===== src/common/rtc_defs.vh =====
`ifndef RTC_DEFS_VH
`define RTC_DEFS_VH

// register indices; byte address is four times the index
`define IDX_SECONDS 22'h0FFF92
`define IDX_MINUTES 22'h0FFF93
`define IDX_WEEKDAY 22'h0FFF95
`define IDX_DAY 22'h0FFF96
`define IDX_MONTH 22'h0FFF97
`define IDX_YEAR 22'h0FFF98
`define IDX_MAIN_CTRL 22'h0FFF9D
`define IDX_ALARM_WAIT 22'h0FFF9E
`define IDX_HOURS 22'h0FFFA0

// reset values
`define RST_SECONDS 8'h00
`define RST_MINUTES 8'h00
`define RST_HOURS 8'h12
`define RST_DAY 8'h01
`define RST_WEEKDAY 8'h00
`define RST_MONTH 8'h01
`define RST_YEAR 8'h00
`define RST_CTRL 8'h00

// write masks of the count registers
`define MASK_SECONDS 8'h7F
`define MASK_MINUTES 8'h7F
`define MASK_HOURS 8'h3F
`define MASK_DAY 8'h3F
`define MASK_WEEKDAY 8'h07
`define MASK_MONTH 8'h1F
`define MASK_YEAR 8'hFF

// alarm_wait_control bit positions
`define BIT_ALARM_MATCH_ENABLE 7
`define BIT_ALARM_IRQ_ENABLE 6
`define BIT_ALARM_MATCH_FLAG 4
`define BIT_PERIODIC_EVENT_FLAG 3
`define BIT_HOLD_STATUS 1
`define BIT_HOLD_REQUEST 0

// clock_main_control bit positions
`define BIT_COUNT_RUN 7
`define BIT_HOUR_FORMAT_SELECT 3
`define PERIOD_SEL_HI 2
`define PERIOD_SEL_LO 0

// periodic event selections
`define PER_NONE 3'h0
`define PER_HALF 3'h1
`define PER_SECOND 3'h2
`define PER_MINUTE 3'h3
`define PER_HOUR 3'h4
`define PER_DAY 3'h5

// sub-second overflow value, 16 bits
`define SUBSEC_TOP 16'h7FFF

// bcd limits
`define BCD_59 8'h59
`define BCD_23 8'h23
`define BCD_12 8'h12
`define BCD_11 8'h11
`define BCD_32 8'h32
`define BCD_31 8'h31
`define BCD_30 8'h30
`define BCD_29 8'h29
`define BCD_28 8'h28
`define BCD_01 8'h01
`define BCD_00 8'h00
`define WEEK_LAST 8'h06

`endif


===== src/hdl/rtc_subsec_counter.v =====
`include "rtc_defs.vh"

module rtc_subsec_counter #(
  parameter [15:0] TOP = `SUBSEC_TOP
) (
  input wire clk_i,
  input wire rst_i,
  input wire run_i,
  input wire clear_i,
  output wire ovf_o,
  output wire half_o
);
  reg [15:0] cnt_q;

  // keeps running through hold, only count_run stops it
  assign ovf_o = run_i & ~clear_i & (cnt_q == TOP);
  assign half_o = run_i & ~clear_i & (cnt_q == (TOP >> 1));

  always @(posedge clk_i) begin
    if (rst_i) begin
      cnt_q <= 16'h0000;
    end else if (clear_i) begin
      cnt_q <= 16'h0000;
    end else if (run_i) begin
      cnt_q <= ovf_o ? 16'h0000 : cnt_q + 16'h0001;
    end
  end
endmodule


===== src/hdl/rtc_hour_format.v =====
`include "rtc_defs.vh"

module rtc_hour_format (
  input wire [7:0] hour_i,
  input wire to_24_i,
  output reg [7:0] hour_o
);
  reg [4:0] bin;
  reg [4:0] b12;

  function [4:0] bcd2bin;
    input [7:0] v;
    begin
      bcd2bin = {1'b0, v[3:0]} + (v[4] ? 5'd10 : 5'd0);
    end
  endfunction

  function [7:0] bin2bcd;
    input [4:0] v;
    reg [4:0] t20;
    reg [4:0] t10;
    begin
      t20 = v - 5'd20;
      t10 = v - 5'd10;
      if (v >= 5'd20) begin
        bin2bcd = {4'h2, t20[3:0]};
      end else if (v >= 5'd10) begin
        bin2bcd = {4'h1, t10[3:0]};
      end else begin
        bin2bcd = {4'h0, v[3:0]};
      end
    end
  endfunction

  always @* begin
    bin = 5'd0;
    b12 = 5'd0;
    if (to_24_i) begin
      bin = bcd2bin({3'b000, hour_i[4:0]});
      if (bin == 5'd12) begin
        bin = 5'd0;
      end
      if (hour_i[5]) begin
        bin = bin + 5'd12;
      end
      hour_o = bin2bcd(bin);
    end else begin
      bin = bcd2bin(hour_i);
      b12 = (bin >= 5'd12) ? bin - 5'd12 : bin;
      if (b12 == 5'd0) begin
        b12 = 5'd12;
      end
      hour_o = bin2bcd(b12) | ((bin >= 5'd12) ? 8'h20 : 8'h00);
    end
  end
endmodule


===== src/hdl/rtc_time_counter_chain.v =====
// Decided for this implementation: register access over Wishbone.
`include "rtc_defs.vh"

module rtc_time_counter_chain #(
  parameter [15:0] SUBSEC_TOP = `SUBSEC_TOP
) (
  input wire clk_i,
  input wire rst_i,
  input wire cyc_i,
  input wire stb_i,
  input wire we_i,
  input wire [23:0] adr_i,
  input wire [3:0] sel_i,
  input wire [31:0] dat_i,
  output reg [31:0] dat_o,
  output reg ack_o,
  input wire alarm_hit_i,
  output reg calendar_irq_o,
  output reg [7:0] minutes_o,
  output reg [7:0] hours_o,
  output reg [7:0] weekday_o
);
  localparam [2:0] F_SEC = 3'd0;
  localparam [2:0] F_MIN = 3'd1;
  localparam [2:0] F_HOUR = 3'd2;
  localparam [2:0] F_DAY = 3'd3;
  localparam [2:0] F_WEEK = 3'd4;
  localparam [2:0] F_MONTH = 3'd5;
  localparam [2:0] F_YEAR = 3'd6;

  reg [7:0] sec_q;
  reg [7:0] min_q;
  reg [7:0] hour_q;
  reg [7:0] day_q;
  reg [7:0] week_q;
  reg [7:0] month_q;
  reg [7:0] year_q;
  reg count_run_q;
  reg hour_format_select_q;
  reg [2:0] period_sel_q;
  reg alarm_match_enable_q;
  reg alarm_irq_enable_q;
  reg alarm_match_flag_q;
  reg periodic_event_flag_q;
  reg hold_request_q;
  reg hold_status_q;
  reg pend_ovf_q;
  reg alarm_seen_q;
  reg wbuf_pend_q;
  reg [2:0] wbuf_field_q;
  reg [7:0] wbuf_val_q;
  reg fmt_chg_q;

  wire [21:0] idx = adr_i[23:2];
  wire bus_req = cyc_i & stb_i & ~ack_o;
  wire bus_wr = bus_req & we_i & sel_i[0];
  wire [7:0] wdat = dat_i[7:0];

  function [7:0] bcd_inc;
    input [7:0] v;
    reg [3:0] hi;
    reg [3:0] lo;
    begin
      hi = v[7:4] + 4'h1;
      lo = v[3:0] + 4'h1;
      if (v[3:0] == 4'h9) begin
        bcd_inc = {hi, 4'h0};
      end else begin
        bcd_inc = {v[7:4], lo};
      end
    end
  endfunction

  function is_leap;
    input [7:0] y;
    begin
      if (y[4]) begin
        is_leap = (y[3:0] == 4'h2) | (y[3:0] == 4'h6);
      end else begin
        is_leap = (y[3:0] == 4'h0) | (y[3:0] == 4'h4) | (y[3:0] == 4'h8);
      end
    end
  endfunction

  function [7:0] last_day;
    input [7:0] m;
    input leap;
    begin
      case (m)
        8'h04, 8'h06, 8'h09, 8'h11: last_day = `BCD_30;
        8'h02: last_day = leap ? `BCD_29 : `BCD_28;
        default: last_day = `BCD_31;
      endcase
    end
  endfunction

  function wr_hits;
    input pend;
    input [2:0] f;
    input [2:0] want;
    begin
      wr_hits = pend & (f == want);
    end
  endfunction

  // buffered write strobes, one per field
  wire w_sec = wr_hits(wbuf_pend_q, wbuf_field_q, F_SEC);
  wire w_min = wr_hits(wbuf_pend_q, wbuf_field_q, F_MIN);
  wire w_hour = wr_hits(wbuf_pend_q, wbuf_field_q, F_HOUR);
  wire w_day = wr_hits(wbuf_pend_q, wbuf_field_q, F_DAY);
  wire w_week = wr_hits(wbuf_pend_q, wbuf_field_q, F_WEEK);
  wire w_month = wr_hits(wbuf_pend_q, wbuf_field_q, F_MONTH);
  wire w_year = wr_hits(wbuf_pend_q, wbuf_field_q, F_YEAR);

  wire ovf;
  wire half;

  rtc_subsec_counter #(
    .TOP(SUBSEC_TOP)
  ) u_subsec (
    .clk_i(clk_i),
    .rst_i(rst_i),
    .run_i(count_run_q),
    .clear_i(w_sec),
    .ovf_o(ovf),
    .half_o(half)
  );

  wire [7:0] hour_conv;

  rtc_hour_format u_fmt (
    .hour_i(hour_q),
    .to_24_i(hour_format_select_q),
    .hour_o(hour_conv)
  );

  // carry chain, all combinational so a rollover lands in one tick
  wire running = count_run_q & ~hold_request_q;
  wire sec_tick = running & (ovf | pend_ovf_q) & ~w_sec;
  wire sec_wrap = (sec_q == `BCD_59);
  wire min_tick = sec_tick & sec_wrap & ~w_min;
  wire min_wrap = (min_q == `BCD_59);
  wire hour_tick = min_tick & min_wrap & ~w_hour & ~fmt_chg_q;
  wire hour_wrap = hour_format_select_q ? (hour_q == `BCD_23) : (hour_q == `BCD_31);
  wire day_tick = hour_tick & hour_wrap & ~w_day;
  wire day_wrap = (day_q == last_day(month_q, is_leap(year_q)));
  wire week_tick = hour_tick & hour_wrap & ~w_week;
  wire month_tick = day_tick & day_wrap & ~w_month;
  wire month_wrap = (month_q == `BCD_12);
  wire year_tick = month_tick & month_wrap & ~w_year;

  reg [7:0] hour_next;

  always @* begin
    hour_next = bcd_inc(hour_q);
    if (hour_format_select_q) begin
      if (hour_wrap) begin
        hour_next = `BCD_00;
      end
    end else begin
      case (hour_q)
        `BCD_12: hour_next = `BCD_01;
        `BCD_11: hour_next = `BCD_32;
        `BCD_32: hour_next = 8'h21;
        `BCD_31: hour_next = `BCD_12;
        default: hour_next = bcd_inc(hour_q);
      endcase
    end
  end

  reg periodic_evt;

  always @* begin
    case (period_sel_q)
      `PER_NONE: periodic_evt = 1'b0;
      `PER_HALF: periodic_evt = sec_tick | (running & half);
      `PER_SECOND: periodic_evt = sec_tick;
      `PER_MINUTE: periodic_evt = min_tick;
      `PER_HOUR: periodic_evt = hour_tick;
      `PER_DAY: periodic_evt = day_tick;
      default: periodic_evt = month_tick;
    endcase
  end

  // time counters
  always @(posedge clk_i) begin
    if (rst_i) begin
      sec_q <= `RST_SECONDS;
      min_q <= `RST_MINUTES;
      hour_q <= `RST_HOURS;
      day_q <= `RST_DAY;
      week_q <= `RST_WEEKDAY;
      month_q <= `RST_MONTH;
      year_q <= `RST_YEAR;
    end else begin
      if (w_sec) begin
        sec_q <= wbuf_val_q;
      end else if (sec_tick) begin
        sec_q <= sec_wrap ? `BCD_00 : bcd_inc(sec_q);
      end
      if (w_min) begin
        min_q <= wbuf_val_q;
      end else if (min_tick) begin
        min_q <= min_wrap ? `BCD_00 : bcd_inc(min_q);
      end
      if (fmt_chg_q) begin
        hour_q <= hour_conv;
      end else if (w_hour) begin
        hour_q <= wbuf_val_q;
      end else if (hour_tick) begin
        hour_q <= hour_next;
      end
      if (w_day) begin
        day_q <= wbuf_val_q;
      end else if (day_tick) begin
        day_q <= day_wrap ? `BCD_01 : bcd_inc(day_q);
      end
      if (w_week) begin
        week_q <= wbuf_val_q;
      end else if (week_tick) begin
        week_q <= (week_q == `WEEK_LAST) ? 8'h00 : week_q + 8'h01;
      end
      if (w_month) begin
        month_q <= wbuf_val_q;
      end else if (month_tick) begin
        month_q <= month_wrap ? `BCD_01 : bcd_inc(month_q);
      end
      if (w_year) begin
        year_q <= wbuf_val_q;
      end else if (year_tick) begin
        year_q <= (year_q == 8'h99) ? `BCD_00 : bcd_inc(year_q);
      end
    end
  end

  // write buffer; the bus cannot issue two writes closer than two cycles
  reg buf_load;
  reg [2:0] buf_field;
  reg [7:0] buf_mask;

  always @* begin
    buf_load = bus_wr;
    buf_field = F_SEC;
    buf_mask = `MASK_SECONDS;
    case (idx)
      `IDX_SECONDS: begin
        buf_field = F_SEC;
        buf_mask = `MASK_SECONDS;
      end
      `IDX_MINUTES: begin
        buf_field = F_MIN;
        buf_mask = `MASK_MINUTES;
      end
      `IDX_HOURS: begin
        buf_field = F_HOUR;
        buf_mask = `MASK_HOURS;
      end
      `IDX_DAY: begin
        buf_field = F_DAY;
        buf_mask = `MASK_DAY;
      end
      `IDX_WEEKDAY: begin
        buf_field = F_WEEK;
        buf_mask = `MASK_WEEKDAY;
      end
      `IDX_MONTH: begin
        buf_field = F_MONTH;
        buf_mask = `MASK_MONTH;
      end
      `IDX_YEAR: begin
        buf_field = F_YEAR;
        buf_mask = `MASK_YEAR;
      end
      default: buf_load = 1'b0;
    endcase
  end

  always @(posedge clk_i) begin
    if (rst_i) begin
      wbuf_pend_q <= 1'b0;
      wbuf_field_q <= F_SEC;
      wbuf_val_q <= 8'h00;
    end else begin
      wbuf_pend_q <= buf_load;
      if (buf_load) begin
        wbuf_field_q <= buf_field;
        wbuf_val_q <= wdat & buf_mask;
      end
    end
  end

  // hold handshake and remembered overflow
  always @(posedge clk_i) begin
    if (rst_i) begin
      hold_status_q <= 1'b0;
      pend_ovf_q <= 1'b0;
    end else begin
      hold_status_q <= hold_request_q;
      if (w_sec) begin
        pend_ovf_q <= 1'b0;
      end else if (count_run_q & hold_request_q & ovf) begin
        pend_ovf_q <= 1'b1;
      end else if (sec_tick) begin
        pend_ovf_q <= 1'b0;
      end
    end
  end

  // control and status bits; a hardware set wins over a software clear
  wire wr_aw = bus_wr & (idx == `IDX_ALARM_WAIT);
  wire wr_mc = bus_wr & (idx == `IDX_MAIN_CTRL);

  always @(posedge clk_i) begin
    if (rst_i) begin
      count_run_q <= 1'b0;
      hour_format_select_q <= 1'b0;
      period_sel_q <= `PER_NONE;
      fmt_chg_q <= 1'b0;
      alarm_match_enable_q <= 1'b0;
      alarm_irq_enable_q <= 1'b0;
      hold_request_q <= 1'b0;
      alarm_match_flag_q <= 1'b0;
      periodic_event_flag_q <= 1'b0;
      alarm_seen_q <= 1'b0;
      calendar_irq_o <= 1'b0;
    end else begin
      fmt_chg_q <= wr_mc & (wdat[`BIT_HOUR_FORMAT_SELECT] != hour_format_select_q);
      if (wr_mc) begin
        count_run_q <= wdat[`BIT_COUNT_RUN];
        hour_format_select_q <= wdat[`BIT_HOUR_FORMAT_SELECT];
        period_sel_q <= wdat[`PERIOD_SEL_HI:`PERIOD_SEL_LO];
      end
      if (wr_aw) begin
        alarm_match_enable_q <= wdat[`BIT_ALARM_MATCH_ENABLE];
        alarm_irq_enable_q <= wdat[`BIT_ALARM_IRQ_ENABLE];
        hold_request_q <= wdat[`BIT_HOLD_REQUEST];
      end
      alarm_seen_q <= alarm_hit_i & alarm_match_enable_q;
      if (alarm_seen_q) begin
        alarm_match_flag_q <= 1'b1;
      end else if (wr_aw & ~wdat[`BIT_ALARM_MATCH_FLAG]) begin
        alarm_match_flag_q <= 1'b0;
      end
      if (periodic_evt) begin
        periodic_event_flag_q <= 1'b1;
      end else if (wr_aw & ~wdat[`BIT_PERIODIC_EVENT_FLAG]) begin
        periodic_event_flag_q <= 1'b0;
      end
      // one pulse shared by both causes; flags tell them apart
      calendar_irq_o <= periodic_evt | (alarm_seen_q & alarm_irq_enable_q);
    end
  end

  // read mux and acknowledge; unmapped reads return zero
  reg [7:0] rd;

  always @* begin
    case (idx)
      `IDX_SECONDS: rd = sec_q;
      `IDX_MINUTES: rd = min_q;
      `IDX_HOURS: rd = hour_q;
      `IDX_DAY: rd = day_q;
      `IDX_WEEKDAY: rd = week_q;
      `IDX_MONTH: rd = month_q;
      `IDX_YEAR: rd = year_q;
      `IDX_MAIN_CTRL: rd = {count_run_q, 3'b000, hour_format_select_q, period_sel_q};
      `IDX_ALARM_WAIT: rd = {alarm_match_enable_q, alarm_irq_enable_q, 1'b0,
                             alarm_match_flag_q, periodic_event_flag_q, 1'b0,
                             hold_status_q, hold_request_q};
      default: rd = 8'h00;
    endcase
  end

  always @(posedge clk_i) begin
    if (rst_i) begin
      ack_o <= 1'b0;
      dat_o <= 32'h0000_0000;
      minutes_o <= `RST_MINUTES;
      hours_o <= `RST_HOURS;
      weekday_o <= `RST_WEEKDAY;
    end else begin
      ack_o <= bus_req;
      dat_o <= bus_req ? {24'h00_0000, rd} : 32'h0000_0000;
      minutes_o <= min_q;
      hours_o <= hour_q;
      weekday_o <= week_q;
    end
  end
endmodule


===== config.mk =====
export PLATFORM = sky130hd
export DESIGN_NAME = rtc_time_counter_chain
export DESIGN_NICKNAME = d
export VERILOG_FILES = /design/src/hdl/rtc_subsec_counter.v /design/src/hdl/rtc_hour_format.v /design/src/hdl/rtc_time_counter_chain.v
export VERILOG_INCLUDE_DIRS = /design/src /design/src/common
export SDC_FILE = /design/constraint.sdc
export NUM_CORES = 1
export LEC_CHECK = 0
export ABC_AREA = 1
export BUFFER_PORTS_ARGS = -buffer_cell sky130_fd_sc_hd__buf_2
export CORE_ASPECT_RATIO = 0.75
export CORE_MARGIN = 10
export CORE_UTILIZATION = 28
export DETAILED_ROUTE_END_ITERATION = 8
export HOLD_SLACK_MARGIN = 0.06
export PLACE_DENSITY = 0.42
export RECOVER_POWER = 50
export SYNTH_ARGS = -nofsm -noshare
export SYNTH_HDL_FRONTEND = slang
export SYNTH_HIERARCHICAL = 1
export SYNTH_SLANG_ARGS = --single-unit

===== constraint.sdc =====
create_clock -name clk_i -period 3.9 [get_ports clk_i]
set_input_delay 0.195 -clock clk_i [delete_from_list [all_inputs] [get_ports clk_i]]
set_output_delay 0.195 -clock clk_i [all_outputs]
set_load 0.005 [all_outputs]

==> results of run 1 <==
layout make-up:
cell class	instances	area share
Multi-Input combinational cell	926	0.506
Sequential cell	132	0.269
Inverter	185	0.0711
Tap cell	399	0.0508
Clock buffer	17	0.0433
Timing Repair Buffer	83	0.0429
Clock inverter	15	0.0174
kinds of logic (layout without fill, tap and decap cells):
logic type,count (synthesis),after routing,synth area share
other,2,26,0.000878
muxes,1,1,0.00117
adders and majority gates,32,32,0.0468
xor gates and xnor gates,23,23,0.0257
DFF,132,132,0.309
buffers and inverters,235,300,0.118
and+or+nand+nor,608,608,0.329
AOI/OAI and AO/OA,236,236,0.169
metal layers:
| layer | track usage | share of wire |
|---|---|---|
| met4 | 0.0416 | 0.013 |
| met1 | 0.239 | 0.55 |
| met3 | 0.0375 | 0.066 |
| met5 | 0 | 0 |
| met2 | 0.203 | 0.37 |
synth_stat cells, types with 17 or more instances:
library cell	instances
nand2_1	222
nor3_1	24
o21ai_0	64
inv_1	158
o22ai_1	41
inv_2	22
nand4_1	18
a21oi_1	58
dfxtp_1	132
a211oi_1	17
ha_1	32
buf_4	27
nor2_1	169
xor2_1	18
nand3_1	107
nand2_2	24
worst max-delay path: stages (launching register included):
cell and delay [ns]:
dfxtp_1 0.40, nor2_1 0.09, nand2_1 0.29, inv_1 0.28, nor3_1 0.23, nand2_1 0.11
nor3_1 0.25, nor2_1 0.08, nor2_2 0.18, nand2_4 0.12, nor2_8 0.19, nand3_4 0.13
nor2_2 0.21, nor2_2 0.10, inv_2 0.19, nand2_1 0.09, xor2_1 0.14, nand2_1 0.07
o31ai_1 0.07
worst paths after layout:
path | slack [ns] | depth (start not counted) | end | from
max reg2reg | 0.48 | 18 | week_q[7] | wbuf_field_q[0]
max | 0.48 | 18 | week_q[7] | wbuf_field_q[0]
min | 0.1 | 2 | fmt_chg_q | dat_i[3]
min reg2reg | 0.43 | 2 | alarm_seen_q | alarm_match_enable_q
stage by stage:
step / setup WS, ns / total power, mW / util / instances
finish: 0.481 / 3.11 / 0.326 / 1757
floorplan: 0.946 / 1.44 / - / 1293
global route: 0.143 / 3.22 / 0.326 / 1757
global placement: 0.661 / 1.46 / 0.306 / 1718
detailed placement: 0.618 / 1.46 / 0.306 / 1718
CTS: 0.616 / 3.15 / 0.328 / 1757
power groups by stage:
stage                     Combinational (mW)  Clock [mW]  Sequential (mW)
after global routing                  0.0994        1.77             1.35
after CTS                             0.0882        1.72             1.35
after floorplan                       0.0604           0             1.38
after detailed placement              0.0825           0             1.38
final                                 0.0883        1.67             1.35
after global placement                0.0833           0             1.38
==> flow_summary.ini, run 1 <==
[route]
total_wire_length_after_detailed_routing_um = 29600
number_of_iterations_in_the_first_detailed_routing_pass = 6
drt-wirelength-per-cell_um = 16.9
vias_per_cell = 4.78
drcViolationCount = 0
dr_total_vias = 8403
antenna_violating_nets_post_route = 0
detailedRoute.firstIterationViolations = 717

[final_layout]
share_of_post_route_cells_with_drive_strength_above_1 = 0.126
final.fill_count = 3419
area_occupied_by_multi_input_gates_mm2 = 0.00497
most-common-layout-cells = nand2_1, nor2_1, inv_1, dfxtp_1, nand3_1
final-seq-area_mm2 = 0.00264
layout-area-overhead-vs-synth_pct = 14.9
finish.net_count = 1443
final_design_area_no_fill_mm2 = 0.00983
mostFrequentLayoutCell = nand2_1
top_register = u_subsec/cnt_q
antenna_cells_inserted = 0
flip_flop_count_of_the_largest_register_all_copies_and_words_added = 16

[timing]
achievable-frequency_mhz = 292
headroom_to_the_max_slew_limit = -0.0314
finClkSkew_ns = 0.0122
hold_viol = 0
grt_setup_unrepaired = no
timing.final.crit_share = 0.877
worst-slew-pin-transition_ns = 1.55
setup_viol = 0
finalCriticalPeriod_ns = 3.42
whs_ns = 0.0968
timing.final.max_slew_violations = 69
final.setup.tns_ns = 0

[power]
p_leak_nw = 3.99
share_seq_of_total_power = 0.434
pwr-share-comb = 0.028
vdd.ir_drop.worst_uv = 285
cellInternalPower_mw = 2.33
netSwitchingPower_uw = 778
switching_fraction = 0.250
cellPowerDensity_mw_per_mm2 = 316
pwr-share-clk = 0.538

[synth]
yosys-top-cells-area = dfxtp_1, nand2_1, nor2_1, inv_1, nand3_1
yosys_register_bits = 132
syn-instance-count = 1269
mappedNetlistArea_mm2 = 0.00855
synthesis_warning_total = 6
synth-seq-area-share = 0.309
ys_types = 60
synth-async-reset-ratio = 0
yosysTopAreaCell = dfxtp_1
synth_area_per_cell_um2 = 6.74
synth_top_area_frac = 0.309
synth_edf_count = 0
synth-main-ff-cell = dfxtp_1

[floorplanning]
die_width_um = 222
ioPinCount = 124
floorplan.rows = 55
initial_utilization = 0.284
die_h_um = 171
core_area_mm2 = 0.0301
fp.dieArea_mm2 = 0.0380

[grt]
vias_in_the_first_global_route = 7758
initial_antenna_violation_count = 0
globalRoute.totalOverflow = 0
grt_pass1_wl_um = 46000
gr-usage-all-layers = 0.155
grt_max_degree = 69

[placed_design]
gp_routability_congestion = 0.896
place_hpwl_um = 23000
place_area_mm2 = 0.00923
port_buffer_cells = 70

[clock_network]
tritoncts = yes
ctsHtreeMaxLevel = 4
numCtsBuffers = 17
post_cts_resize_count = 0
postCtsSetupRepairBufs = 0
max_root_sink_buffers = 2
ctsRootBufferMaster = clkbuf_16
cts.reportedPaths.clkPinSlew_ns = 0.07
post_cts_hold_buffer_count = 7
clock_latency_ns = 0.45
numClockSinks = 132

[worst_hold_path]
min_path_type = input port to register

[worst_setup_path]
worstSetupPathType = register to register
critical_path_arrival_ns = 3.70
end_kind = register
timing.critical_path.required_ns = 4.18
critPathMaxFanout = 11
timing.critical_path.from_type = register

[job]
max-cap-violations = 1

[status]
outcome = complete, but fails checks
violations = capacitance limit, slew limit
Power figures use the tool's default switching activity.
==> run 2, diff against run 1 <==
--- a/config.mk
+++ b/config.mk
@@ -13,8 +13,8 @@
 export CORE_UTILIZATION = 28
 export DETAILED_ROUTE_END_ITERATION = 8
 export HOLD_SLACK_MARGIN = 0.06
-export PLACE_DENSITY = 0.42
-export RECOVER_POWER = 50
+export PLACE_DENSITY_LB_ADDON = 0.15
+export RECOVER_POWER = 100
 export SYNTH_ARGS = -nofsm -noshare
 export SYNTH_HDL_FRONTEND = slang
 export SYNTH_HIERARCHICAL = 1
==> flow_summary.ini, run 2 (same netlist as run 1, synthesis figures left out) <==
[grt]
grt_max_degree = 73
vias_in_the_first_global_route = 7762
globalRoute.totalOverflow = 0
initial_antenna_violation_count = 1
gr-usage-all-layers = 0.151
grt_pass1_wl_um = 44900

[worst_hold_path]
hold_path.startpoint = dat_i[0]
min_path_type = input port to register
hold-path-endpoint = wbuf_val_q[0]
worstHoldPathCells = 3

[worst_setup_path]
startpoint = wbuf_field_q[1]
reg2reg_setup_slack_ns = 0.52
critical_path_arrival_ns = 3.69
timing.critical_path.required_ns = 4.21
worstRegToRegCells = 19
critPathMaxFanout = 11
startpoint_of_the_lowest_slack_register_to_register_path = wbuf_field_q[1]
r2r_end = day_q[7]
worstSetupPathType = register to register
timing.critical_path.from_type = register
end_kind = register

[final_layout]
antenna_cells_inserted = 0
mostFrequentLayoutCell = nand2_1
share_of_post_route_cells_with_drive_strength_above_1 = 0.115
postLayoutCoreUtil = 0.323
flip_flop_count_of_the_largest_register_all_copies_and_words_added = 16
top_register = u_subsec/cnt_q
layout-area-overhead-vs-synth_pct = 13.7
finish.net_count = 1443
most-common-layout-cells = nand2_1, nor2_1, inv_1, dfxtp_1, nand3_1

[floorplanning]
ioPinCount = 124
die_h_um = 171
floorplan.rows = 55
initial_utilization = 0.284
die_width_um = 222
fp.dieArea_mm2 = 0.0380
core_area_mm2 = 0.0301

[status]
violations = capacitance limit, slew limit
outcome = complete, but fails checks

[job]
max-cap-violations = 1

[placed_design]
gp_routability_congestion = 0.873
port_buffer_cells = 70
place_hpwl_um = 22600

[route]
antenna_violating_nets_post_route = 0
number_of_iterations_in_the_first_detailed_routing_pass = 5
total_wire_length_after_detailed_routing_um = 29000
drt-wirelength-per-cell_um = 16.5
dr_total_vias = 8387
drcViolationCount = 0
detailedRoute.firstIterationViolations = 782
vias_per_cell = 4.78

[timing]
whs_ns = 0.0890
final.setup.tns_ns = 0
timing.final.max_slew_violations = 73
timing.final.crit_share = 0.867
grt_setup_unrepaired = no
worst-slew-pin-transition_ns = 1.63
achievable-frequency_mhz = 296
setup_viol = 0
hold_viol = 0
finClkSkew_ns = 0.0112
headroom_to_the_max_slew_limit = -0.0849
finalCriticalPeriod_ns = 3.38

[clock_network]
numCtsBuffers = 17
cts.reportedPaths.clkPinSlew_ns = 0.06
tritoncts = yes
numClockSinks = 132
max_root_sink_buffers = 2
ctsHtreeMaxLevel = 4
ctsRootBufferMaster = clkbuf_16
clock_latency_ns = 0.44

[power]
cellPowerDensity_mw_per_mm2 = 306
vdd.ir_drop.worst_uv = 303
p_leak_nw = 3.96
==> run 2: cell types whose count changed in the layout (fill, tap and decap cells not counted), sizes merged <==
cell / before / now
bufinv: 2 / 1
inv: 187 / 181
clkbuf: 51 / 57
clkinv: 7 / 9
buf: 42 / 40
clkinvlp: 4 / 3
==> run 2: worst max-delay path, cell delays in order, from the launching register on <==
cell     delay, ns
dfxtp_1       0.40
nor2_1        0.09
nand2_1       0.22
inv_1         0.24
nor3_1        0.24
nand2_1       0.11
nor3_1        0.24
nor2_1        0.08
nor2_2        0.14
nand2_1       0.21
nor2_8        0.23
nand3_4       0.13
nor2_2        0.19
nor2_1        0.10
inv_2         0.16
nand2_1       0.15
inv_1         0.15
nand2_1       0.06
nand2_1       0.05
a21oi_1       0.04
==> run 2: worst max path at each step <==
stage / end / cells after the start
2_1_floorplan: hour_q[3] / 23
3_3_place_gp: hour_q[3] / 23
3_5_place_dp: hour_q[3] / 23
4_1_cts: hour_q[3] / 22
5_1_grt: day_q[6] / 18
6_report: day_q[7] / 19
==> run 2: where the power goes <==
| group | internal (mW) | total [mW] | leakage (nW) | switching (mW) |
|---|---|---|---|---|
| combinational | 0.0248 | 0.0859 | 2.63 | 0.0611 |
| clock | 0.915 | 1.54 | 0.267 | 0.625 |
| sequential | 1.35 | 1.35 | 1.06 | 0.000304 |
| total | 2.29 | 2.98 | 3.96 | 0.687 |
==> run 2: layout make-up <==
class                      instances  area (µm²)
clock buffer                      21         470
clock inverter                     9        81.3
fill                            3423       20400
inverter                         185         698
multi-input combinational        926        4920
sequential                       132        2640
tap                              399         499
timing repair buffer              83         417
==> run 2: per-layer routing <==
| layer | vias up | global-route usage | part of all wire |
|---|---|---|---|
| met5 | - | 0 | 0.00045 |
| met4 | 2 | 0.0425 | 0.014 |
| met3 | 29 | 0.0465 | 0.084 |
| met2 | 287 | 0.198 | 0.38 |
| met1 | 3781 | 0.225 | 0.53 |
| li1 | 4288 | - | - |
==> run 2: per-stage QoR <==
| step | total power, mW | setup slack, ns | instances | area, µm² |
|---|---|---|---|---|
| detailed placement | 1.46 | 0.627 | 1718 | 9230 |
| CTS | 3.03 | 0.610 | 1755 | 9850 |
| global route | 3.09 | 0.155 | 1755 | 9730 |
| floorplan | 1.44 | 0.946 | 1293 | 8640 |
| finish | 2.98 | 0.520 | 1755 | 9730 |
| global placement | 1.46 | 0.660 | 1718 | 9230 |
==> run 2: what timing repair did <==
action,4_1_cts,5_1_grt
endpoints found under the hold margin,8,0
gates resized for setup,0,0
buffers inserted,0,0
hold buffers,7,0
